`src/verilog/miv_pkg.sv`:
```
// constants for the maskable interrupt vector and priority block
// assumes every peripheral flag arrives on the system clock domain
package miv_pkg;

    // number of maskable source groups, highest priority first
    localparam int unsigned NGRP = 14;
    localparam int unsigned GRP_IDX_W = 4;
    localparam int unsigned ADDR_W = 16;
    localparam int unsigned PRIO_W = 8;
    localparam int unsigned FLAG_TOTAL = 56;

    // group indices
    localparam int unsigned G_T1_CH0 = 0;
    localparam int unsigned G_T1_VEC = 1;   // second_timer_vector_word
    localparam int unsigned G_T2_CH0 = 2;
    localparam int unsigned G_T2_VEC = 3;   // third_timer_vector_word
    localparam int unsigned G_T3_CH0 = 4;
    localparam int unsigned G_T3_VEC = 5;   // fourth_timer_vector_word
    localparam int unsigned G_RTC = 6;
    localparam int unsigned G_WDT = 7;
    localparam int unsigned G_A0 = 8;       // serial_a0_vector_word
    localparam int unsigned G_A1 = 9;       // serial_a1_vector_word
    localparam int unsigned G_B0 = 10;      // serial_b0_vector_word
    localparam int unsigned G_ADC = 11;     // converter_vector_word
    localparam int unsigned G_P1 = 12;      // port1_vector_word
    localparam int unsigned G_P2 = 13;      // port2_vector_word

    // flag count and position of each group in the flat flag bus
    localparam int unsigned GRP_W [NGRP] = '{1, 3, 1, 2, 1, 2, 1, 1, 4, 4, 14, 6, 8, 8};
    localparam int unsigned GRP_OFS [NGRP] = '{0, 1, 4, 5, 7, 8, 10, 11, 12, 16, 20, 34, 40, 48};

    // vector word addresses
    localparam logic [ADDR_W-1:0] VEC_ADDR [NGRP] = '{
        16'hfff4, 16'hfff2, 16'hfff0, 16'hffee, 16'hffec, 16'hffea, 16'hffe8,
        16'hffe6, 16'hffe4, 16'hffe2, 16'hffe0, 16'hffde, 16'hffdc, 16'hffda};

    // fixed priority numbers, larger is served first
    localparam logic [PRIO_W-1:0] PRIO [NGRP] = '{
        8'h3a, 8'h39, 8'h38, 8'h37, 8'h36, 8'h35, 8'h34,
        8'h33, 8'h32, 8'h31, 8'h30, 8'h2f, 8'h2e, 8'h2d};

    // flags kept in spi mode: receive and transmit in the two low bits
    localparam logic [3:0] SER_A_SPI_MASK = 4'h3;
    localparam logic [13:0] SER_B_SPI_MASK = 14'h0003;

    // vector word value step per flag position
    localparam logic [15:0] VEC_WORD_STEP = 16'h0002;

    // acceptance sequencer
    typedef enum logic [0:0] {
        MIV_IDLE = 1'b0,
        MIV_FETCH = 1'b1
    } miv_state_t;

endpackage

```
`src/verilog/miv_flag_group.sv`:
```
// one source group: masks its flags and forms its vector word value
// assumes flags are levels held by the peripheral until it clears them
`timescale 1ns/1ps
`default_nettype none
module miv_flag_group #(
    parameter int unsigned W = 1
) (
    // flags and per-flag allow mask
    input wire logic [W-1:0] flags,
    input wire logic [W-1:0] allow,
    // group result
    output logic pending,
    output logic [15:0] word
);
    import miv_pkg::*;

    logic [W-1:0] live;

    // only flags allowed by the current mode count
    assign live = flags & allow;
    assign pending = |live;

    // lowest flag position wins; value is twice its position plus two
    always_comb begin
        word = 16'h0000;
        for (int i = W - 1; i >= 0; i--) begin
            if (live[i]) begin
                word = VEC_WORD_STEP * (16'(i) + 16'h0001);
            end
        end
    end

endmodule
`default_nettype wire

```
`src/verilog/miv_controller.sv`:
```
// maskable interrupt vector and priority controller
// assumes all flags and cpu handshakes are on the system clock
// Summary of operation
// - accepted request fetches the 16-bit handler address from its vector word
// - second timer: channel 0 at fff4h prio 58, others share fff2h prio 57
// - third timer: channel 0 at fff0h, channel 1 and overflow share ffeeh prio 55
// - fourth timer: channel 0 at ffech, channel 1 and overflow share ffeah prio 53
// - watchdog interval flag requests through ffe6h at priority 51
// - serial a0 at ffe4h prio 50; uart four flags, spi only receive/transmit
// - serial a1 same mode flag set, vector ffe2h, priority 49
// - serial b0 at ffe0h prio 48; spi two flags, i2c fourteen flags
// - converter's six flags form one request at priority 47
// - port 1 eight pin flags form one request at ffdch prio 46
// - port 2 eight pin flags at ffdah, prio 45, lowest of all
`timescale 1ns/1ps
`default_nettype none
module miv_controller (
    // clock and reset
    input wire logic clock,
    input wire logic reset,
    // source flags, one bus per peripheral
    input wire logic [3:0] second_timer_flags,   // ch0, then ch1, ch2, overflow in [3:1]
    input wire logic [2:0] third_timer_flags,    // ch0, ch1, overflow
    input wire logic [2:0] fourth_timer_flags,   // ch0, ch1, overflow
    input wire logic realtime_counter_flag,
    input wire logic watchdog_interval_flag,
    input wire logic [3:0] serial_a0_flags,      // rx, tx, start, tx complete
    input wire logic [3:0] serial_a1_flags,      // rx, tx, start, tx complete
    input wire logic [13:0] serial_b0_flags,     // rx0 tx0 al nack stt stp rx1..tx3 cnt bit9
    input wire logic [5:0] converter_flags,      // done, in, low, high, time ovf, ovf
    input wire logic [7:0] port1_pin_flags,
    input wire logic [7:0] port2_pin_flags,
    // modes and masks
    input wire logic serial_a0_spi_mode,
    input wire logic serial_a1_spi_mode,
    input wire logic serial_b0_i2c_mode,
    input wire logic [miv_pkg::NGRP-1:0] group_enable,
    input wire logic global_enable,
    // cpu request and accept
    output logic irq_req_q,
    output logic [miv_pkg::ADDR_W-1:0] irq_vec_addr_q,
    output logic [miv_pkg::PRIO_W-1:0] irq_prio_q,
    output logic [miv_pkg::GRP_IDX_W-1:0] irq_group_q,
    input wire logic irq_ack,
    // vector word fetch
    output logic fetch_req,
    output logic [miv_pkg::ADDR_W-1:0] fetch_addr_q,
    input wire logic fetch_ready,
    input wire logic [miv_pkg::ADDR_W-1:0] fetch_data,
    // handler result
    output logic handler_valid_q,
    output logic [miv_pkg::ADDR_W-1:0] handler_addr_q,
    output logic [miv_pkg::NGRP-1:0] served_q,
    output logic [15:0] served_word_q,
    // per-group vector word values, group g in bits [16g+15:16g]
    output logic [miv_pkg::NGRP*16-1:0] vector_words_q
);
    import miv_pkg::*;

    logic [FLAG_TOTAL-1:0] flat_flags;
    logic [FLAG_TOTAL-1:0] flat_allow;
    logic [NGRP-1:0] pending;
    logic [NGRP-1:0] req;
    logic [15:0] words [NGRP];
    logic [GRP_IDX_W-1:0] win;
    logic win_any;
    miv_state_t state_q;
    logic [NGRP-1:0] past_req_q;

    // channel 0 flags stand alone, the rest feed the shared vectors
    // packing order must follow the group offsets exactly: a stray bit here
    // would slide every later group onto its neighbour's vector
    assign flat_flags = {port2_pin_flags, port1_pin_flags, converter_flags, serial_b0_flags,
        serial_a1_flags, serial_a0_flags, watchdog_interval_flag, realtime_counter_flag,
        fourth_timer_flags[2:1], fourth_timer_flags[0], third_timer_flags[2:1],
        third_timer_flags[0], second_timer_flags[3:1], second_timer_flags[0]};

    // mode-dependent allow masks for the serial units
    always_comb begin
        flat_allow = '1;
        flat_allow[GRP_OFS[G_A0] +: 4] = serial_a0_spi_mode ? SER_A_SPI_MASK : 4'hf;
        flat_allow[GRP_OFS[G_A1] +: 4] = serial_a1_spi_mode ? SER_A_SPI_MASK : 4'hf;
        flat_allow[GRP_OFS[G_B0] +: 14] = serial_b0_i2c_mode ? 14'h3fff : SER_B_SPI_MASK;
    end

    // one flag group per source, plus its registered vector word
    for (genvar g = 0; g < NGRP; g++) begin : grp
        miv_flag_group #(.W(GRP_W[g])) u_grp (
            .flags(flat_flags[GRP_OFS[g] +: GRP_W[g]]),
            .allow(flat_allow[GRP_OFS[g] +: GRP_W[g]]),
            .pending(pending[g]),
            .word(words[g])
        );
        assign req[g] = pending[g] & group_enable[g] & global_enable;
        always_ff @(posedge clock or posedge reset) begin
            if (reset) begin
                vector_words_q[16*g +: 16] <= 16'h0000;
            end else begin
                vector_words_q[16*g +: 16] <= words[g];
            end
        end
    end

    // fixed priority: lowest group index carries the highest number
    always_comb begin
        win = '0;
        win_any = 1'b0;
        for (int g = NGRP - 1; g >= 0; g--) begin
            if (req[g]) begin
                win = GRP_IDX_W'(g);
                win_any = 1'b1;
            end
        end
    end

    // registered request toward the core, dropped while a fetch runs
    always_ff @(posedge clock or posedge reset) begin
        if (reset) begin
            irq_req_q <= 1'b0;
            irq_vec_addr_q <= 16'h0000;
            irq_prio_q <= 8'h00;
            irq_group_q <= '0;
            past_req_q <= '0;
        end else begin
            irq_req_q <= win_any && (state_q == MIV_IDLE) && !(irq_req_q && irq_ack);
            irq_vec_addr_q <= VEC_ADDR[win];
            irq_prio_q <= PRIO[win];
            irq_group_q <= win;
            past_req_q <= req;
        end
    end

    // accept, then fetch the handler address from the vector word
    always_ff @(posedge clock or posedge reset) begin
        if (reset) begin
            state_q <= MIV_IDLE;
            fetch_addr_q <= 16'h0000;
            handler_valid_q <= 1'b0;
            handler_addr_q <= 16'h0000;
            served_q <= '0;
            served_word_q <= 16'h0000;
        end else begin
            handler_valid_q <= 1'b0;
            served_q <= '0;
            case (state_q)
                MIV_IDLE: begin
                    if (irq_req_q && irq_ack) begin
                        state_q <= MIV_FETCH;
                        fetch_addr_q <= irq_vec_addr_q;
                        served_q[irq_group_q] <= 1'b1;
                        served_word_q <= words[irq_group_q];
                    end
                end
                MIV_FETCH: begin
                    if (fetch_ready) begin
                        state_q <= MIV_IDLE;
                        handler_valid_q <= 1'b1;
                        handler_addr_q <= fetch_data;
                    end
                end
                default: begin
                    state_q <= MIV_IDLE;
                end
            endcase
        end
    end

    assign fetch_req = (state_q == MIV_FETCH);

    // checks below watch registered outputs and the internal request vector;
    // the request and winner registers share one cycle of lag, so they compare
    // against the request vector of the previous cycle
    // the fetch reads exactly the vector of the accepted group
    fetch_addr_a: assert property (@(posedge clock) disable iff (reset)
        (irq_req_q && irq_ack && state_q == MIV_IDLE) |=> fetch_req && fetch_addr_q == $past(irq_vec_addr_q))
        else $error("fetch address differs from accepted vector");

    // fetched word reaches the handler output one cycle later
    handler_word_a: assert property (@(posedge clock) disable iff (reset)
        (fetch_req && fetch_ready) |=> handler_valid_q && handler_addr_q == $past(fetch_data) ##1 !handler_valid_q)
        else $error("handler address not taken from fetched word");

    // second timer shared vector and priority
    t1_shared_a: assert property (@(posedge clock) disable iff (reset)
        (irq_req_q && irq_group_q == 4'h1) |-> irq_vec_addr_q == 16'hfff2 && irq_prio_q == 8'h39)
        else $error("second timer shared vector wrong");

    // third timer shared vector and priority
    t2_shared_a: assert property (@(posedge clock) disable iff (reset)
        (irq_req_q && irq_group_q == 4'h3) |-> irq_vec_addr_q == 16'hffee && irq_prio_q == 8'h37)
        else $error("third timer shared vector wrong");

    // fourth timer shared vector and priority
    t3_shared_a: assert property (@(posedge clock) disable iff (reset)
        (irq_req_q && irq_group_q == 4'h5) |-> irq_vec_addr_q == 16'hffea && irq_prio_q == 8'h35)
        else $error("fourth timer shared vector wrong");

    // watchdog alone and enabled gives its vector next cycle
    wdt_vector_a: assert property (@(posedge clock) disable iff (reset)
        (req == 14'h0080 && state_q == MIV_IDLE && !irq_ack) |=> irq_req_q && irq_vec_addr_q == 16'hffe6)
        else $error("watchdog vector wrong");

    // spi mode ignores start and transmit complete flags
    a0_spi_mask_a: assert property (@(posedge clock) disable iff (reset)
        (serial_a0_spi_mode && serial_a0_flags[1:0] == 2'b00) |=> vector_words_q[16*G_A0 +: 16] == 16'h0000)
        else $error("serial a0 spi mode flag mask wrong");

    // i2c mode nack flag at position three gives value eight
    b0_i2c_word_a: assert property (@(posedge clock) disable iff (reset)
        (serial_b0_i2c_mode && serial_b0_flags[3:0] == 4'h8) |=> vector_words_q[16*G_B0 +: 16] == 16'h0008)
        else $error("serial b0 i2c vector word wrong");

    // port 2 lowest: priority 45 only when no other group requested
    p2_lowest_a: assert property (@(posedge clock) disable iff (reset)
        (irq_req_q && irq_prio_q == 8'h2d) |-> past_req_q == 14'h2000 && irq_vec_addr_q == 16'hffda)
        else $error("port 2 served over a higher request");

    // no higher requesting group than the one presented
    highest_first_a: assert property (@(posedge clock) disable iff (reset)
        irq_req_q |-> (past_req_q & ((14'h0001 << irq_group_q) - 14'h0001)) == 14'h0000
        && past_req_q[irq_group_q])
        else $error("request presented is not the highest");

endmodule
`default_nettype wire

```
`config.mk`:
```
export PLATFORM = sky130hd
export DESIGN_NAME = miv_controller
export DESIGN_NICKNAME = d
export VERILOG_FILES = /design/src/verilog/miv_pkg.sv /design/src/verilog/miv_flag_group.sv /design/src/verilog/miv_controller.sv
export SDC_FILE = /design/constraint.sdc
export NUM_CORES = 1
export LEC_CHECK = 0
export BUFFER_PORTS_ARGS = -buffer_cell sky130_fd_sc_hd__buf_2
export CORE_AREA = 2 2 158 160
export DETAILED_ROUTE_END_ITERATION = 16
export DIE_AREA = 0 0 160 162
export PLACE_DENSITY = 0.6
export SYNTH_ARGS = -nofsm -noshare
export SYNTH_HDL_FRONTEND = slang
export SYNTH_SLANG_ARGS = --single-unit
```
`constraint.sdc`:
```
create_clock -name clock -period 6.3 [get_ports clock]
set_clock_uncertainty 0.15 [all_clocks]
set_input_delay 1.26 -clock clock [delete_from_list [all_inputs] [get_ports clock]]
set_output_delay 1.26 -clock clock [all_outputs]
set_load 0.005 [all_outputs]
```
==> impl_metrics.env <==
export IMPL_clockBufferDepth=2
export IMPL_finalPower_mw=1.77
export IMPL_antenna_found_initial=2
export IMPL_arrival_ps=3510
export IMPL_pwr_share_clk_pct=32.4
export IMPL_cap_viol_max_count=0
export IMPL_relSlewSlack_pct=48.5
export IMPL_grt_use_met3_pct=2.89
export IMPL_min_path_type="reg2reg"
export IMPL_register_area_um2=2100
export IMPL_cts_root_buf="clkbuf_16"
export IMPL_antenna_cells=0
export IMPL_final_common_cell="conb_1"
export IMPL_grt_pass1_vias=3451
export IMPL_post_route_period_util_pct=54.8
export IMPL_vdd_drop_max_uv=145
export IMPL_worstSetupStartpointType="input pin"
export IMPL_gr_usage_met2_pct=19.5
export IMPL_busiest_layer="met2"
export IMPL_ctsHoldBuffers=0
export IMPL_ys_ff_latch=84
export IMPL_dr_pass1_iters=6
export IMPL_die_y_um=162
export IMPL_worstSetupPathType="in2reg"
export IMPL_use_met1_pct=12.7
export IMPL_grt_max_degree=61
export IMPL_coreArea_um2=24100
export IMPL_start_util_pct=22.8
export IMPL_p_leak_nw=3.43
export IMPL_grt_use_total_pct=10.7
export IMPL_rr_endpoint="served_word_q[1]"
export IMPL_final_hold_viol_count=0
export IMPL_insertion_delay_ps=320
export IMPL_io_pins=411
export IMPL_end_kind="flip-flop"
export IMPL_rsz0062_at_grt="false"
export IMPL_internal_power_mw=1.23
export IMPL_n_fill_cell=2635
export IMPL_vias=3946
export IMPL_multi_input_area_um2=2310
export IMPL_ys_warn_count=0
export IMPL_die_area_um2=25900
export IMPL_syn_inst=584
export IMPL_drive_gt1_share_pct=33.5
export IMPL_grt_pass1_wl_um=21000
export IMPL_fin_nets=861
export IMPL_async_reset_ff_share_pct=100
export IMPL_pre_cts_ws_ps=2500
export IMPL_crit_fanout=3
export IMPL_hold_path_startpoint="fetch_addr_q[3]"
export IMPL_yosys_cell_types_count=57
export IMPL_port_buffers=202
export IMPL_clkSinkCount=84
export IMPL_avgSynthCellArea_um2=9.41
export IMPL_ant_nets=0
export IMPL_wirelength_um=15100
export IMPL_r2r_start="irq_group_q[0]"
export IMPL_viasPerCell=3.61
export IMPL_worstPathRequired_ps=6360
export IMPL_fin_cells=1094
export IMPL_cts_made_buffers=9
export IMPL_cts_resized=0
export IMPL_cts_tree="yes"
export IMPL_reg2reg_slack_ps=4080
export IMPL_holdPathEnd="fetch_addr_q[3]"
export IMPL_pwr_share_comb_pct=27.6
export IMPL_setup_viol=0
export IMPL_place_congestion=0.759
export IMPL_htree_levels=3
export IMPL_drt_iter0_drc=139
export IMPL_postCtsSetupRepairBufs=0
export IMPL_synth_seq_area_share_pct=38.3
export IMPL_dp_hpwl_um=12600
export IMPL_outcome="complete, no violations"
export IMPL_synth_edf_count=0
export IMPL_rows=57
export IMPL_power_density_nw_per_um2=284
export IMPL_die_width_um=160
export IMPL_power_switching_mw=0.544
export IMPL_final_util_pct=25.9
export IMPL_layout_common_cells="conb_1, buf_2, dfrtp_1, nand2_1, nor2_1"
export IMPL_placed_cells=1078
export IMPL_clk_pin_slew_ps=60
export IMPL_area_growth_pct=13.8
export IMPL_fmax_mhz=290
export IMPL_wl_per_cell_um=13.8
export IMPL_hold_path_depth=2
export IMPL_switching_share_pct=30.7
export IMPL_tns_ps=0
export IMPL_drc=0
export IMPL_grt_overflow_total=0
export IMPL_r2r_cells=6
export IMPL_finalMaxSlewViolations=0
export IMPL_synth_flop_cell="dfrtp_1"
export IMPL_period_minus_slack_ps=3450
export IMPL_seq_power_share_pct=40.0
export IMPL_syn_area_um2=5490
export IMPL_worst_slack_ps=2850
export IMPL_worst_pin_slew_ps=773
==> metal layers <==
layer,routed length (µm),share of wire [%],vias to the layer above
met3,1460,9.7,12
met2,7580,50,238
met4,123,0.82,4
met1,5900,39,1829
met5,21,0.14,-
li1,-,-,1863
==> synth_stat cells, drive strengths merged, types with 3 or more instances <==
cell,n,share of area (%)
dfrtp,84,38
clkbuf,6,0.41
o21bai,4,0.55
a21o,4,0.55
o31ai,5,0.68
mux2,19,3.9
a31oi,3,0.34
nand3b,3,0.48
buf,236,32
nand2b,5,0.57
nor3b,3,0.50
a21oi,29,2.8
nand2,41,2.8
o311ai,4,0.91
and3,4,0.46
nor3,13,1.2
nor2b,6,0.68
o21ai,13,1.3
nand3,7,0.64
nor2,33,2.3
mux4,3,1.2
a21boi,3,0.48
nor4,3,0.57
inv,21,1.4
==> cell families (layout without fill, tap and decap cells) <==
family,count (synthesis),in the layout,share of synthesized area [%]
buffers and inverters,263,242,33.9
adder cells (fa/ha/maj),2,2,0.455
AND/OR/NAND/NOR,129,129,11.8
flip-flops,84,84,38.3
multiplexers,24,24,5.49
other,2,209,0.137
AO/OA/AOI/OAI,80,80,9.98
==> registers in the layout (all words and copies together), names as in the netlist <==
register and cells:
served_q 14, fetch_req 1, served_word_q 4, irq_req_q 1, handler_valid_q 1, irq_vec_addr_q 5, fetch_addr_q 6, irq_group_q 4
vector_words_q 32, handler_addr_q 16
==> power groups by stage <==
stage | Combinational [mW] | Sequential, mW | Clock, mW
finish | 0.490 | 0.709 | 0.575
CTS | 0.496 | 0.709 | 0.598
global placement | 0.490 | 0.713 | 0
floorplan | 0.375 | 0.725 | 0
global route | 0.543 | 0.724 | 0.619
detailed placement | 0.495 | 0.720 | 0
==> worst max-delay path by stage <==
| stage | from | to | slack [ps] | cells after the start |
|---|---|---|---|---|
| 2_1_floorplan | reset | fetch_addr_q[14] | 2720 | 1 |
| 4_1_cts | port2_pin_flags[3] | irq_vec_addr_q[4] | 2840 | 9 |
| 3_3_place_gp | port1_pin_flags[3] | irq_vec_addr_q[4] | 2590 | 10 |
| 5_1_grt | port2_pin_flags[3] | irq_vec_addr_q[4] | 2720 | 9 |
| 3_5_place_dp | port2_pin_flags[3] | irq_vec_addr_q[4] | 2500 | 9 |
| 6_report | port2_pin_flags[3] | irq_vec_addr_q[4] | 2850 | 9 |
==> final cells by class <==
type	count	area share [%]
multi-input combinational	444	36.9
sequential	84	33.6
timing repair buffer	205	16.5
tap	324	6.48
clock buffer	11	3.88
clock inverter	5	1.36
inverter	21	1.28
==> stage by stage <==
step	cell area (µm²)	hold slack, ps
after floorplan	6270	320
after global placement	5930	304
after detailed placement	5930	320
after CTS	6250	336
after global routing	6250	370
final	6250	326
==> worst max-delay path: stages <==
cell and delay (ps):
buf_2 120, or4_4 550, o311ai_2 370, nor2b_1 130
o221ai_1 190, nand3b_1 120, a21boi_2 190, ha_1 220
o311a_1 350
(Power assumes the default switching activity.)
